`config.mk`:
```
export PLATFORM = sky130hd
export DESIGN_NAME = astx_top
export DESIGN_NICKNAME = d
export VERILOG_FILES = /design/src/pkg/astx_pkg.sv /design/src/rtl/astx_top.sv
export SDC_FILE = /design/constraint.sdc
export NUM_CORES = 1
export LEC_CHECK = 0
export ABC_AREA = 1
export CAP_MARGIN = 10
export CORE_MARGIN = 4
export CORE_UTILIZATION = 30
export DETAILED_ROUTE_END_ITERATION = 10
export DONT_BUFFER_PORTS = 1
export GPL_TIMING_DRIVEN = 0
export PLACE_DENSITY = 0.51
export SLEW_MARGIN = 20
export SYNTH_ARGS = -nofsm -noshare
export SYNTH_HDL_FRONTEND = slang
export SYNTH_SLANG_ARGS = --single-unit
export TNS_END_PERCENT = 30
```
`constraint.sdc`:
```
create_clock -name aclk -period 2.95 [get_ports aclk]
set_clock_uncertainty 0.2 [all_clocks]
set_input_delay 0.295 -clock aclk [delete_from_list [all_inputs] [get_ports aclk]]
set_output_delay 0.295 -clock aclk [all_outputs]
set_load 0.02 [all_outputs]
```
`src/pkg/astx_pkg.sv`:
```
// Register map, field layout, reset values and states of the serial transmitter
package astx_pkg;

  // Register indices; byte address is four times the index
  localparam logic [9:0]  IDX_FLAG   = 10'h00c;
  localparam logic [9:0]  IDX_HOLD   = 10'h019;
  localparam logic [9:0]  IDX_ENABLE = 10'h08c;
  localparam logic [9:0]  IDX_CTL    = 10'h098;
  localparam logic [9:0]  IDX_DIV    = 10'h099;
  localparam int          ADDR_W     = 12;

  // Flag and enable register fields
  localparam int          FLAG_TXE_BIT = 4;
  localparam int          IE_TX_BIT    = 4;

  // Transmit control register fields
  localparam int          CTL_CSRC_BIT  = 7;
  localparam int          CTL_NINE_BIT  = 6;
  localparam int          CTL_TRANSMIT_ENABLE_BIT  = 5;
  localparam int          CTL_SYNC_BIT  = 4;
  localparam int          CTL_HS_BIT    = 2;
  localparam int          CTL_EMPTY_BIT = 1;
  localparam int          CTL_NINTH_BIT = 0;

  // Reset values
  localparam logic [7:0]  CTL_RST    = 8'h02;
  localparam logic [7:0]  FLAG_RST   = 8'h00;
  localparam logic [7:0]  ENABLE_RST = 8'h00;
  localparam logic [7:0]  HOLD_RST   = 8'h00;
  localparam logic [7:0]  DIV_RST    = 8'h00;

  // Oversampling per bit and the last count of each
  localparam int          OS_HIGH  = 16;
  localparam int          OS_LOW   = 64;
  localparam logic [5:0]  OSR_HIGH = 6'(OS_HIGH - 1);
  localparam logic [5:0]  OSR_LOW  = 6'(OS_LOW - 1);

  // Last data bit index for eight and nine bit frames
  localparam logic [3:0]  LAST_BIT8 = 4'h7;
  localparam logic [3:0]  LAST_BIT9 = 4'h8;

  // Bus responses
  localparam logic [1:0]  RESP_OKAY   = 2'h0;
  localparam logic [1:0]  RESP_DECERR = 2'h3;

  typedef enum logic [3:0] {
    ST_IDLE  = 4'b0001,
    ST_START = 4'b0010,
    ST_DATA  = 4'b0100,
    ST_STOP  = 4'b1000
  } astx_state_t;

endpackage : astx_pkg

```
`src/rtl/astx_top.sv`:
```
// Asynchronous serial transmitter with baud generator and AXI4-Lite registers
// Overview of operation
// - NRZ frame: start, eight/nine data, stop
// - Data bits go out LSB first
// - Transmit and receive share format and rate
// - Baud clock x16 when high speed, else x64
// - Dedicated 8-bit baud timer from oscillator
// - No parity; software uses ninth bit
// - Shifting and baud generation halt in sleep
// - Asynchronous mode when sync bit clear
// - Shift register loads when empty or at end of stop bit
// - Empty flag sticky; cleared only by buffer write
// - Interrupt only when enable bit four set
// - Shift-empty status bit, no interrupt
// - Setting transmit enable sets empty flag
// - Start needs loaded buffer and shift clock
// - Buffer write then enable also starts
// - Write into empty shifter passes straight through
// - Clearing enable aborts, resets, floats pin
// - Nine-bit select bit six, ninth bit zero
// - Rate is clock over 64 or 16 times divisor+1
// - Divisor write clears the baud timer
module astx_top
(
  // Clock and reset
  input  wire logic        aclk,
  input  wire logic        aresetn,
  // AXI4-Lite write address
  input  wire logic [11:0] awaddr,
  input  wire logic [2:0]  awprot,
  input  wire logic        awvalid,
  output logic             awready,
  // AXI4-Lite write data
  input  wire logic [31:0] wdata,
  input  wire logic [3:0]  wstrb,
  input  wire logic        wvalid,
  output logic             wready,
  // AXI4-Lite write response
  output logic [1:0]       bresp,
  output logic             bvalid,
  input  wire logic        bready,
  // AXI4-Lite read address
  input  wire logic [11:0] araddr,
  input  wire logic [2:0]  arprot,
  input  wire logic        arvalid,
  output logic             arready,
  // AXI4-Lite read data
  output logic [31:0]      rdata,
  output logic [1:0]       rresp,
  output logic             rvalid,
  input  wire logic        rready,
  // Device state
  input  wire logic        sleep,
  // Serial pin and interrupt request
  output logic             tx_out,
  output logic             tx_oe,
  output logic             tx_irq
);

  localparam logic [11:0] A_FLAG   = {astx_pkg::IDX_FLAG, 2'b00};
  localparam logic [11:0] A_HOLD   = {astx_pkg::IDX_HOLD, 2'b00};
  localparam logic [11:0] A_ENABLE = {astx_pkg::IDX_ENABLE, 2'b00};
  localparam logic [11:0] A_CTL    = {astx_pkg::IDX_CTL, 2'b00};
  localparam logic [11:0] A_DIV    = {astx_pkg::IDX_DIV, 2'b00};

  // Bus slave state
  logic        aw_got;
  logic        w_got;
  logic [11:0] aw_addr;
  logic [7:0]  w_byte;
  logic        w_low;
  logic        do_write;
  logic        wr_hit;
  logic        ctl_wr;
  logic        hold_wr;
  logic        div_wr;
  logic        ie_wr;
  logic [7:0]  rd_word;
  logic        rd_hit;

  // Software visible state
  logic        ctl_csrc;
  logic        ctl_nine;
  logic        ctl_transmit_enable;
  logic        ctl_sync;
  logic        ctl_hs;
  logic        ctl_ninth;
  logic        ie_tx;
  logic        flag;
  logic [7:0]  div;
  logic [7:0]  hold;
  logic        hb_full;
  logic        transmit_enable_prev;

  // Baud generator and transmitter
  logic [7:0]  brg_cnt;
  logic [5:0]  osr;
  logic [5:0]  osr_lim;
  logic        tick_os;
  logic        bit_tick;
  astx_pkg::astx_state_t state;
  logic [8:0]  transmit_shift_register;
  logic        tsr_nine;
  logic        tsr_full;
  logic [3:0]  bit_idx;
  logic [3:0]  last_idx;
  logic        transmit_enable_act;
  logic        stop_end;
  logic        load;

  assign do_write = aw_got && w_got && !bvalid;
  assign w_low    = wstrb[0];
  assign wr_hit   = (aw_addr == A_FLAG) || (aw_addr == A_HOLD) ||
                    (aw_addr == A_ENABLE) || (aw_addr == A_CTL) ||
                    (aw_addr == A_DIV);
  assign ctl_wr   = do_write && (aw_addr == A_CTL);
  assign hold_wr  = do_write && (aw_addr == A_HOLD);
  assign div_wr   = do_write && (aw_addr == A_DIV);
  assign ie_wr    = do_write && (aw_addr == A_ENABLE);

  // Write address and data are taken in either order
  always_ff @(posedge aclk)
  begin
    if (!aresetn)
    begin
      aw_got  <= 1'b0;
      w_got   <= 1'b0;
      aw_addr <= 12'h000;
      w_byte  <= 8'h00;
      awready <= 1'b1;
      wready  <= 1'b1;
      bvalid  <= 1'b0;
      bresp   <= astx_pkg::RESP_OKAY;
    end
    else
    begin
      if (awvalid && awready)
      begin
        aw_got  <= 1'b1;
        aw_addr <= awaddr;
        awready <= 1'b0;
      end
      if (wvalid && wready)
      begin
        w_got  <= 1'b1;
        w_byte <= w_low ? wdata[7:0] : 8'h00;
        wready <= 1'b0;
      end
      if (do_write)
      begin
        aw_got <= 1'b0;
        w_got  <= 1'b0;
        bvalid <= 1'b1;
        bresp  <= wr_hit ? astx_pkg::RESP_OKAY : astx_pkg::RESP_DECERR;
      end
      if (bvalid && bready)
      begin
        bvalid  <= 1'b0;
        awready <= 1'b1;
        wready  <= 1'b1;
      end
    end
  end

  // Read data mux
  always_comb
  begin
    rd_word = 8'h00;
    rd_hit  = 1'b1;
    case (araddr)
      A_FLAG:   rd_word[astx_pkg::FLAG_TXE_BIT] = flag;
      A_HOLD:   rd_word = hold;
      A_ENABLE: rd_word[astx_pkg::IE_TX_BIT] = ie_tx;
      A_CTL:
      begin
        rd_word[astx_pkg::CTL_CSRC_BIT]  = ctl_csrc;
        rd_word[astx_pkg::CTL_NINE_BIT]  = ctl_nine;
        rd_word[astx_pkg::CTL_TRANSMIT_ENABLE_BIT]  = ctl_transmit_enable;
        rd_word[astx_pkg::CTL_SYNC_BIT]  = ctl_sync;
        rd_word[astx_pkg::CTL_HS_BIT]    = ctl_hs;
        rd_word[astx_pkg::CTL_EMPTY_BIT] = !tsr_full;
        rd_word[astx_pkg::CTL_NINTH_BIT] = ctl_ninth;
      end
      A_DIV:    rd_word = div;
      default:  rd_hit = 1'b0;
    endcase
  end

  always_ff @(posedge aclk)
  begin
    if (!aresetn)
    begin
      arready <= 1'b1;
      rvalid  <= 1'b0;
      rdata   <= 32'h0000_0000;
      rresp   <= astx_pkg::RESP_OKAY;
    end
    else if (arvalid && arready)
    begin
      arready <= 1'b0;
      rvalid  <= 1'b1;
      rdata   <= {24'h00_0000, rd_word};
      rresp   <= rd_hit ? astx_pkg::RESP_OKAY : astx_pkg::RESP_DECERR;
    end
    else if (rvalid && rready)
    begin
      rvalid  <= 1'b0;
      arready <= 1'b1;
    end
  end

  // Control, enable and divisor registers
  always_ff @(posedge aclk)
  begin
    if (!aresetn)
    begin
      ctl_csrc  <= astx_pkg::CTL_RST[astx_pkg::CTL_CSRC_BIT];
      ctl_nine  <= astx_pkg::CTL_RST[astx_pkg::CTL_NINE_BIT];
      ctl_transmit_enable  <= astx_pkg::CTL_RST[astx_pkg::CTL_TRANSMIT_ENABLE_BIT];
      ctl_sync  <= astx_pkg::CTL_RST[astx_pkg::CTL_SYNC_BIT];
      ctl_hs    <= astx_pkg::CTL_RST[astx_pkg::CTL_HS_BIT];
      ctl_ninth <= astx_pkg::CTL_RST[astx_pkg::CTL_NINTH_BIT];
      ie_tx     <= astx_pkg::ENABLE_RST[astx_pkg::IE_TX_BIT];
      div       <= astx_pkg::DIV_RST;
    end
    else
    begin
      if (ctl_wr)
      begin
        ctl_csrc  <= w_byte[astx_pkg::CTL_CSRC_BIT];
        ctl_nine  <= w_byte[astx_pkg::CTL_NINE_BIT];
        ctl_transmit_enable  <= w_byte[astx_pkg::CTL_TRANSMIT_ENABLE_BIT];
        ctl_sync  <= w_byte[astx_pkg::CTL_SYNC_BIT];
        ctl_hs    <= w_byte[astx_pkg::CTL_HS_BIT];
        ctl_ninth <= w_byte[astx_pkg::CTL_NINTH_BIT];
      end
      if (ie_wr)
        ie_tx <= w_byte[astx_pkg::IE_TX_BIT];
      if (div_wr)
        div <= w_byte;
    end
  end

  assign transmit_enable_act = ctl_transmit_enable && !ctl_sync;

  // Holding buffer and its empty flag
  always_ff @(posedge aclk)
  begin
    if (!aresetn)
    begin
      hold      <= astx_pkg::HOLD_RST;
      hb_full   <= 1'b0;
      flag      <= astx_pkg::FLAG_RST[astx_pkg::FLAG_TXE_BIT];
      transmit_enable_prev <= 1'b0;
    end
    else
    begin
      transmit_enable_prev <= ctl_transmit_enable;
      if (hold_wr)
      begin
        hold    <= w_byte;
        hb_full <= 1'b1;
        flag    <= 1'b0;
      end
      else if (load)
      begin
        hb_full <= 1'b0;
        flag    <= 1'b1;
      end
      else if (ctl_transmit_enable && !transmit_enable_prev)
        flag <= 1'b1;
    end
  end

  // Interrupt request gated by its enable
  always_ff @(posedge aclk)
  begin
    if (!aresetn)
      tx_irq <= 1'b0;
    else
      tx_irq <= flag && ie_tx;
  end

  // Baud timer shared by both directions of the port
  assign osr_lim  = ctl_hs ? astx_pkg::OSR_HIGH : astx_pkg::OSR_LOW;
  assign tick_os  = !sleep && !div_wr && (brg_cnt == div);
  assign bit_tick = tick_os && (osr >= osr_lim);

  always_ff @(posedge aclk)
  begin
    if (!aresetn)
    begin
      brg_cnt <= 8'h00;
      osr     <= 6'h00;
    end
    else if (div_wr)
    begin
      brg_cnt <= 8'h00;
      osr     <= 6'h00;
    end
    else if (tick_os)
    begin
      brg_cnt <= 8'h00;
      osr     <= (osr >= osr_lim) ? 6'h00 : 6'(osr + 6'h01);
    end
    else if (!sleep)
      brg_cnt <= 8'(brg_cnt + 8'h01);
  end

  // Shift register load from the holding buffer
  assign stop_end = (state == astx_pkg::ST_STOP) && bit_tick;
  assign load     = transmit_enable_act && !sleep && hb_full && !hold_wr &&
                    (!tsr_full || stop_end);
  assign last_idx = tsr_nine ? astx_pkg::LAST_BIT9 : astx_pkg::LAST_BIT8;

  always_ff @(posedge aclk)
  begin
    if (!aresetn)
    begin
      transmit_shift_register      <= 9'h000;
      tsr_nine <= 1'b0;
      tsr_full <= 1'b0;
    end
    else if (!transmit_enable_act)
      tsr_full <= 1'b0;
    else if (load)
    begin
      transmit_shift_register      <= {ctl_ninth, hold};
      tsr_nine <= ctl_nine;
      tsr_full <= 1'b1;
    end
    else if (stop_end)
      tsr_full <= 1'b0;
  end

  // Frame sequencer and serial pin
  always_ff @(posedge aclk)
  begin
    if (!aresetn)
    begin
      state   <= astx_pkg::ST_IDLE;
      bit_idx <= 4'h0;
      tx_out  <= 1'b1;
      tx_oe   <= 1'b0;
    end
    else if (!transmit_enable_act)
    begin
      state   <= astx_pkg::ST_IDLE;
      bit_idx <= 4'h0;
      tx_out  <= 1'b1;
      tx_oe   <= 1'b0;
    end
    else if (!sleep)
    begin
      tx_oe <= 1'b1;
      case (state)
        astx_pkg::ST_IDLE:
        begin
          tx_out <= 1'b1;
          if (tsr_full && bit_tick)
          begin
            state  <= astx_pkg::ST_START;
            tx_out <= 1'b0;
          end
        end
        astx_pkg::ST_START:
          if (bit_tick)
          begin
            state   <= astx_pkg::ST_DATA;
            bit_idx <= 4'h0;
            tx_out  <= transmit_shift_register[0];
          end
        astx_pkg::ST_DATA:
          if (bit_tick)
          begin
            if (bit_idx == last_idx)
            begin
              state  <= astx_pkg::ST_STOP;
              tx_out <= 1'b1;
            end
            else
            begin
              bit_idx <= 4'(bit_idx + 4'h1);
              tx_out  <= transmit_shift_register[4'(bit_idx + 4'h1)];
            end
          end
        astx_pkg::ST_STOP:
          if (bit_tick)
          begin
            if (load)
            begin
              state  <= astx_pkg::ST_START;
              tx_out <= 1'b0;
            end
            else
            begin
              state  <= astx_pkg::ST_IDLE;
              tx_out <= 1'b1;
            end
          end
        default:
        begin
          state  <= astx_pkg::ST_IDLE;
          tx_out <= 1'b1;
        end
      endcase
    end
  end

  // Clocks between bit ticks, frozen in sleep
  logic [13:0] gap_cnt;
  logic        gap_ok;
  logic [13:0] gap_exp;

  assign gap_exp = 14'((ctl_hs ? astx_pkg::OS_HIGH : astx_pkg::OS_LOW) *
                       (int'(div) + 1) - 1);

  always_ff @(posedge aclk)
  begin
    if (!aresetn)
    begin
      gap_cnt <= 14'h0000;
      gap_ok  <= 1'b0;
    end
    else if (div_wr || ctl_wr)
    begin
      gap_cnt <= 14'h0000;
      gap_ok  <= 1'b0;
    end
    else if (bit_tick)
    begin
      gap_cnt <= 14'h0000;
      gap_ok  <= 1'b1;
    end
    else if (!sleep)
      gap_cnt <= 14'(gap_cnt + 14'h0001);
  end
endmodule : astx_top

```
---- Word-level counts from Yosys, hierarchy flattened ----
Cells that the tools add are included.
operators by class
  add/subtract/negate cells ............... 3
  magnitude comparators ................... 2
  equal/unequal tests ..................... 22
  multiplexer cells ....................... 41
  bitwise gates (word level) .............. 2
  reductions and logical operators ........ 51
operator list
  cell                                                 count
  == test 12 x 10 -> 1 bit (second input constant)     6
  two-way mux 4 bit                                    9
  == test 12 x 6 -> 1 bit (second input constant)      2
  == test 12 x 7 -> 1 bit (second input constant)      2
  logical AND 1 bit                                    23
  two-way mux 1 bit                                    18
  case mux 3 bit (3 select lines)                      2
  case mux 4 bit (4 select lines)                      1
  two-way mux 6 bit                                    2
  inequality test 2 bit (second input constant)        6
  nonzero test 2 bit                                   5
  adder 8 x 1 -> 8 bit (second input constant)         1
  == test 8 bit                                        1
  two-way mux 8 bit                                    1
  case mux 4 bit (2 select lines)                      1
  OR reduction 2 bit                                   4
  logical NOT 1 bit                                    7
  adder 6 x 1 -> 6 bit (second input constant)         1
  >= comparator 6 bit                                  1
  two-way mux 2 bit                                    3
  AND reduction 6 bit                                  1
  logical OR 1 bit                                     5
  < comparator 4 x 5 -> 1 bit (second input constant)  1
  case mux 1 bit (5 select lines)                      1
  15 further kinds                                     17
word-level totals
  register bits after elaboration ......... 101
  word-level logic and storage cells ...... 155

---- Depth between registers and ports, before layout ----
Gate-level depths: netlist of the first run.
  word-level depth ........................ 13
  gate-level depth with buffers ........... 14
  depth with buffers taken out ............ 14

---- Worst setup path before layout of the first run ----
Ideal clock, no wire load.
  path kind ............................... register to register
  start point ............................. register bvalid
  end point ............................... register bit_idx[2]
  arrival time ............................ 1.508 ns
  slack ................................... 1.128 ns
  stages on the path, launching flop included .. 11
  path buffers ............................ 0
  clock period less this slack ............ 1.822 ns
  cell sequence ........................... dfxtp_1 -> nor3_4 -> nand3_4 -> nand4_4 -> nand2_1 -> nand2_2 -> inv_2 -> nand2_2 -> inv_2 -> nor2_1 -> nor2_1
between the ends
  cells in the longest elaborated chain, start to end .. 9
  elaborated cells on any way between the ends .. 10
RTL lines
  item                               RTL line         RTL
  from (decl)                        astx_top.sv:40   output logic bvalid,
  from (signal assigned)             astx_top.sv:132  bvalid <= 1'b0;
  from (signal assigned)             astx_top.sv:153  bvalid <= 1'b1;
  from (signal assigned)             astx_top.sv:158  bvalid <= 1'b0;
  logical NOT 1 bit *                astx_top.sv:111  assign do_write = aw_got && w_got && !bvalid;
  logical AND 1 bit *                astx_top.sv:111
  logical AND 1 bit *                astx_top.sv:118  assign div_wr = do_write && (aw_addr == A_DIV);
  logical NOT 1 bit *                astx_top.sv:286  assign tick_os = !sleep && !div_wr && (brg_cnt == div);
  logical AND 1 bit * (2 in series)  astx_top.sv:286
  logical AND 1 bit *                astx_top.sv:287  assign bit_tick = tick_os && (osr >= osr_lim);
  inequality test 2 bit (no line)    --
  AND reduction 5 bit (no line) *    --
  to (signal assigned)               astx_top.sv:383  bit_idx <= 4'(bit_idx + 4'h1);
  to (decl)                          astx_top.sv:105  logic [3:0] bit_idx;
Mark *: on every way between the ends. The rest lies on a longest branch, timed or not.
A chain may end at the register's enable or synchronous reset.

---- Worst setup path in the final report of the first run ----
  start point ............................. input araddr[3]
  end point ............................... register rdata[4]
between the ends
  cells in the longest elaborated chain, start to end .. 2
  elaborated cells on any way between the ends .. 6
RTL lines
  item                                              RTL line         RTL
  from (decl)                                       astx_top.sv:43   input wire logic [11:0] araddr,
  == test 12 x 10 -> 1 bit (tied with other cells)  astx_top.sv:170  case (araddr)
  case mux 1 bit (5 select lines) *                 astx_top.sv:170
  to (signal assigned)                              astx_top.sv:202  rdata <= {24'h00_0000, rd_word};
  to (decl)                                         astx_top.sv:48   output logic [31:0] rdata,
Marked as above.

==> results.yml, run 1 <==
run_status:
  status: "complete, no violations"
logic_synthesis:
  synth_seq_area_share_pct: 41.7
  yosys_register_bits: 99
  avgSynthCellArea_um2: 7.17
  yosys_most_used_dff: "dfxtp_1"
  synthCells: 663
  synth.distinct_cells: 50
  async_flop_share_pct: 0
  synth_top_area_share_pct: 41.7
  synth_area_leaders: "dfxtp_1, nand2_1, nor2_1, a21oi_1, inv_1"
  yosys.area.top_type: "dfxtp_1"
  synth-edff-count: 0
  netlist_area_um2: 4750
  yosys_warnings: 0
sta:
  final-hold-violation-count: 0
  timing.slew.headroom_pct: 50.7
  tightestPinTransition_ps: 737
  rsz0062_at_grt: "no"
  min_period_over_period_pct: 84.0
  slew_viol_final: 0
  min_period_ps: 2480
  max_clock_freq_ghz: 0.403
  fin_tns_setup_ps: 0
  setup_viol: 0
  timing.final.ws_setup_ps: 471
clock_tree:
  cts_tree: "done"
  cts-root-buf: "clkbuf_16"
  clock_sinks: 99
  postCtsSetupBuffers: 0
  htreeDepth: 3
  clk_pin_slew_ps: 70
  cts_buffer_depth: 2
  cts_resized: 0
  clk_latency_ps: 350
  holdBufCountCts: 27
  numCtsBuffers: 9
hold_path:
  hold_path.startpoint: "sleep"
  min_path_type: "input pin to flop"
final_layout:
  syn2layout_area_growth_pct: 19.2
  fillers: 1636
  num_antenna_cells: 0
  fin_nets: 803
  drive_gt1_share_pct: 12.1
  fin_area_um2: 5660
  register_area_um2: 1980
  multi_input_area_um2: 2310
routing:
  wl_per_cell_um: 12.6
  finalWirelength_um: 11800
  avgViaCountPerCell: 4.54
  drt_iter0_markers: 122
  drc: 0
  drtPass1Iterations: 4
  vias: 4269
  postRouteAntennaNets: 0
floorplanning:
  pin_count: 118
  row_count: 45
  fp.dieArea_um2: 17900
  core_area_um2: 15400
  die_w_um: 134
  initial_core_util_pct: 30.9
  die_y_um: 134
setup_path:
  critPathLaunch: "araddr[3]"
  critPathMaxFanout: 4
  path_class: "input pin to flop"
  worstSetupEndpointType: "flop"
  reg2reg_from: "bvalid"
  start_kind: "input pin"
  worstPathRequired_ps: 3020
  critPathArrivalTime_ps: 2550
global_routing:
  antenna_found_initial: 0
  grt_usage_pct: 13.3
  grt_first_pass_wirelength_um: 19500
  grt_max_degree: 20
  grt.overflow.total: 0
  grt_pass1_vias: 4014
power:
  p_leak_uw: 0.00229
  powerDensity_nw_per_um2: 499
  peakVddDrop_mv: 0.392
placement:
  place_congestion: 0.823
  post-place-ws_ps: 803
  place_area_um2: 5100
  hpwl_um: 9260
  io_buffer_count: 0
run:
  drv_cap: 0
[cell type report]
cell class	count	share of cell area, %
Inverter	75	4.97
Clock buffer	9	3.98
Timing Repair Buffer	27	4.77
Tap cell	211	4.66
Sequential cell	99	35.0
Clock inverter	7	1.17
Multi-Input combinational cell	471	40.8
Buffer	41	4.62
[per-stage QoR]
step                      total power [uW]  hold WS (ps)  util, %  std cells
after floorplan                       1620           211        -        686
after global placement                1660           231     33.2        897
after detailed placement              1670           248     33.2        897
after CTS                             2870         0.154     36.8        940
after global routing                  2950          31.5     36.8        940
final                                 2830          8.79     36.8        940
[registers in the layout (all words and copies together), names as in the netlist, 4 cells and up]
name / count
rdata: 8
aw_addr: 12
brg_cnt: 8
div: 8
osr: 6
transmit_shift_register: 9
hold: 8
state: 4
bit_idx: 4
w_byte: 8
[power by group]
group / switching [uW] / internal (uW) / leakage, uW / total, uW
registers: 37.6 / 1370 / 0.000804 / 1410
logic: 157 / 95.3 / 0.00134 / 252
clock network: 568 / 598 / 0.000145 / 1170
[synthesized netlist by cell type (6+ instances only)]
master and count:
nand4_1 6, a211oi_1 10, xor2_1 6, a21oi_1 53, o21ai_1 13, o21ai_0 37, nor2_2 7, buf_4 26
nand3_1 25, inv_1 59, nand2_1 132, nor3_1 12, dfxtp_1 99, nor2_1 94, inv_2 16, clkbuf_1 10
nand2_2 6
[cell families after synthesis]
group	after synthesis	share of synthesized area, %
and+or+nand+nor	304	28.7
AOI/OAI and AO/OA	131	15.5
DFF	99	41.7
buffers and inverters	116	11.4
adders and majority gates	5	1.32
other	1	0.0789
xor gates and xnor gates	7	1.29
[layer usage]
metal	global-route usage [%]	vias up	wire length [um]
met4	3.89	0	182
met3	3.34	12	559
li1	-	2249	-
met1	16.0	1940	5360
met5	0	-	0
met2	23.4	68	5730
[path summary, 6_finish.rpt]
kind	end	slack, ps	depth (start not counted)
worst min-delay path	brg_cnt[1]	9	3
worst max register to register	brg_cnt[7]	770	7
worst max-delay path	rdata[4]	470	6
worst min register to register	tx_irq	260	2
[critical path: stages]
cell and delay [ps]:
dlygate4sd3_1 550, nor3_2 280, dlygate4sd3_1 600, nand4_1 90, dlygate4sd3_1 590, a31oi_1 150
[placed cells by master, fill, tap and decap left out, types with 3 or more instances in the layout]
master,netlist,routed
inv_1,59,59
clkbuf_16,0,9
nor2_2,7,7
a21oi_1,53,53
nor4_1,5,5
o21ai_1,13,13
conb_1,1,24
nand2_2,6,6
inv_2,16,16
ha_1,5,5
nand4_1,6,6
dfxtp_1,99,99
buf_4,26,26
o211ai_1,4,4
o21ai_0,37,37
dlygate4sd3_1,0,27
inv_6,0,4
o221ai_1,3,3
xor2_1,6,6
nor2_1,94,94
clkbuf_1,10,10
nand2_1,132,132
a211oi_1,10,10
nor3_1,12,12
nand3_1,25,25
Note: power is estimated with default switching activity, not from simulation.
==> run 2: changes to the inputs <==
--- a/config.mk
+++ b/config.mk
@@ -12,7 +12,7 @@
 export DETAILED_ROUTE_END_ITERATION = 10
 export DONT_BUFFER_PORTS = 1
 export GPL_TIMING_DRIVEN = 0
-export PLACE_DENSITY = 0.51
+export PLACE_DENSITY = 0.52
 export SLEW_MARGIN = 20
 export SYNTH_ARGS = -nofsm -noshare
 export SYNTH_HDL_FRONTEND = slang
==> constraint.sdc (replaced) <==
create_clock -name aclk -period 2.1 [get_ports aclk]
set_clock_uncertainty 0.2 [all_clocks]
set_input_delay 0.21 -clock aclk [delete_from_list [all_inputs] [get_ports aclk]]
set_output_delay 0.21 -clock aclk [all_outputs]
set_load 0.02 [all_outputs]
==> results.yml, run 2 (same netlist as run 1, synthesis figures left out) <==
sta:
  rsz0062_at_grt: "yes"
  final-hold-violation-count: 0
  holdWs_ps: 45.5
  slew_viol_final: 0
  max_clock_freq_ghz: 0.500
  fin_tns_setup_ps: 0
  min_period_ps: 2000
  tightestPinTransition_ps: 742
  min_period_over_period_pct: 95.2
  timing.final.ws_setup_ps: 100
  timing.slew.headroom_pct: 50.3
  setup_viol: 0
setup_path:
  critPathMostFrequentCell: "nand2_2"
  crit_slowest_cell: "dfxtp_2"
  start_kind: "flop"
  worstSetupEndpointType: "flop"
  path_class: "flop to flop"
  critPathArrivalTime_ps: 2040
  cpPeakStageDelay_ps: 380
  critPathMaxFanout: 8
  worstPathRequired_ps: 2140
  crit_path_cell_trace: "nor3_4 -> nand3_4 -> nand4_4 -> nand2_2 -> nand2_2 -> inv_2 -> nand2_2 -> inv_2 -> nor2_1 -> nor2_1"
routing:
  finalWirelength_um: 12400
  vias: 4337
  drtPass1Iterations: 4
  avgViaCountPerCell: 4.57
  drc: 0
  drt_iter0_markers: 140
  postRouteAntennaNets: 0
  wl_per_cell_um: 13.0
final_layout:
  mostFrequentLayoutCells: "nand2_1, dfxtp_1, nor2_1"
  regMostFlops: "aw_addr"
  drive_gt1_share_pct: 15.0
  fin_nets: 812
  fillers: 1612
  largest_reg_flops: 12
  utilization_pct: 37.8
  num_antenna_cells: 0
  register_area_um2: 1990
  top_regs: "aw_addr: 12 flops, transmit_shift_register: 9 flops"
  multi_input_area_um2: 2370
  fin_area_um2: 5800
  layout_commonest_cell: "nand2_1"
  syn2layout_area_growth_pct: 22.1
clock_tree:
  clk_latency_ps: 350
  clock_sinks: 99
  cts_tree: "done"
  clk_pin_slew_ps: 70
  cts_buffer_depth: 2
  htreeDepth: 3
  cts-root-buf: "clkbuf_16"
  numCtsBuffers: 9
global_routing:
  grt_usage_pct: 13.7
  grt.overflow.total: 0
  grt_pass1_vias: 4117
  grt_max_degree: 17
  antenna_found_initial: 0
  grt_first_pass_wirelength_um: 19800
power:
  intPower_uw: 2910
  power_frac_comb_pct: 9.5
  peakVddDrop_mv: 0.488
  seqPwrFrac_pct: 50.3
  p_sw_uw: 1020
  clock_power_share_pct: 40.1
  switching_share_pct: 26.0
  powerDensity_nw_per_um2: 678
  p_leak_uw: 0.00232
floorplanning:
  core_area_um2: 15400
  pin_count: 118
  fp.dieArea_um2: 17900
  row_count: 45
  initial_core_util_pct: 30.9
  die_w_um: 134
  die_y_um: 134
run_status:
  status: "complete, no violations"
placement:
  io_buffer_count: 0
  post-place-ws_ps: -53.9
  place_congestion: 0.833
  place_area_um2: 5100
  hpwl_um: 9300
run:
  drv_cap: 0
hold_path:
  min_path_type: "input pin to flop"
==> run 2: cell count changes in the layout (fill, tap and decap cells not counted), sizes merged <==
cell / change
clkbuf: +2
dlygate4sd3: +5
buf: +4
inv: -6
clkinvlp: +4
==> run 2: routing by layer <==
metal	GRT usage, %	share of wire, %	up-vias	wire [um]
met4	6.57	2.7	0	338
met5	0	0	-	0
met1	16.5	45	1978	5570
met3	2.51	4.1	18	506
met2	23.6	48	85	5940
li1	-	-	2256	-
==> run 2: worst max-delay path: cells and delay by family, from the launching register on <==
family / cells / cell delay [ps]
buffers and inverters: 2 / 110
flip-flops: 1 / 380
AND/OR/NAND/NOR: 8 / 1190
==> run 2: layout make-up <==
class	instances	share of cell area (%)
multi-input cells	471	40.9
flip-flops and latches	99	34.3
repair buffers	36	6.04
inverters	75	4.85
well taps	211	4.55
plain buffers	41	4.51
clock buffers	11	4.18
clock inverters	5	0.668
==> run 2: through the flow <==
step	total power, uW	std cells
final	3930	949
after global routing	4080	949
after CTS	3970	945
after floorplan	2270	686
after global placement	2330	897
after detailed placement	2340	897
==> run 2: power by group through the flow <==
| stage | clock, uW | sequential, uW | combinational, uW |
|---|---|---|---|
| floorplan | 0 | 2010 | 260 |
| global placement | 0 | 2020 | 308 |
| detailed placement | 0 | 2030 | 316 |
| CTS | 1620 | 1980 | 366 |
| global route | 1670 | 1990 | 416 |
| finish | 1580 | 1980 | 375 |
==> run 2: final timing paths <==
| kind | startpoint | end | slack, ps | cells after the start |
|---|---|---|---|---|
| min reg2reg | aw_addr[11] | aw_addr[11] | 260 | 2 |
| max | bvalid | bit_idx[3] | 100 | 10 |
| max reg2reg | bvalid | bit_idx[3] | 100 | 10 |
| min | araddr[2] | rresp[0] | 50 | 4 |
==> run 2: timing repair <==
action / in CTS / in global routing
hold endpoints to repair: 35 / 0
hold buffers: 32 / 0
buffers inserted: 0 / 4
endpoints found under the setup margin: 8 / 23
resized for setup: 3 / 21
pin swaps: 1 / 5
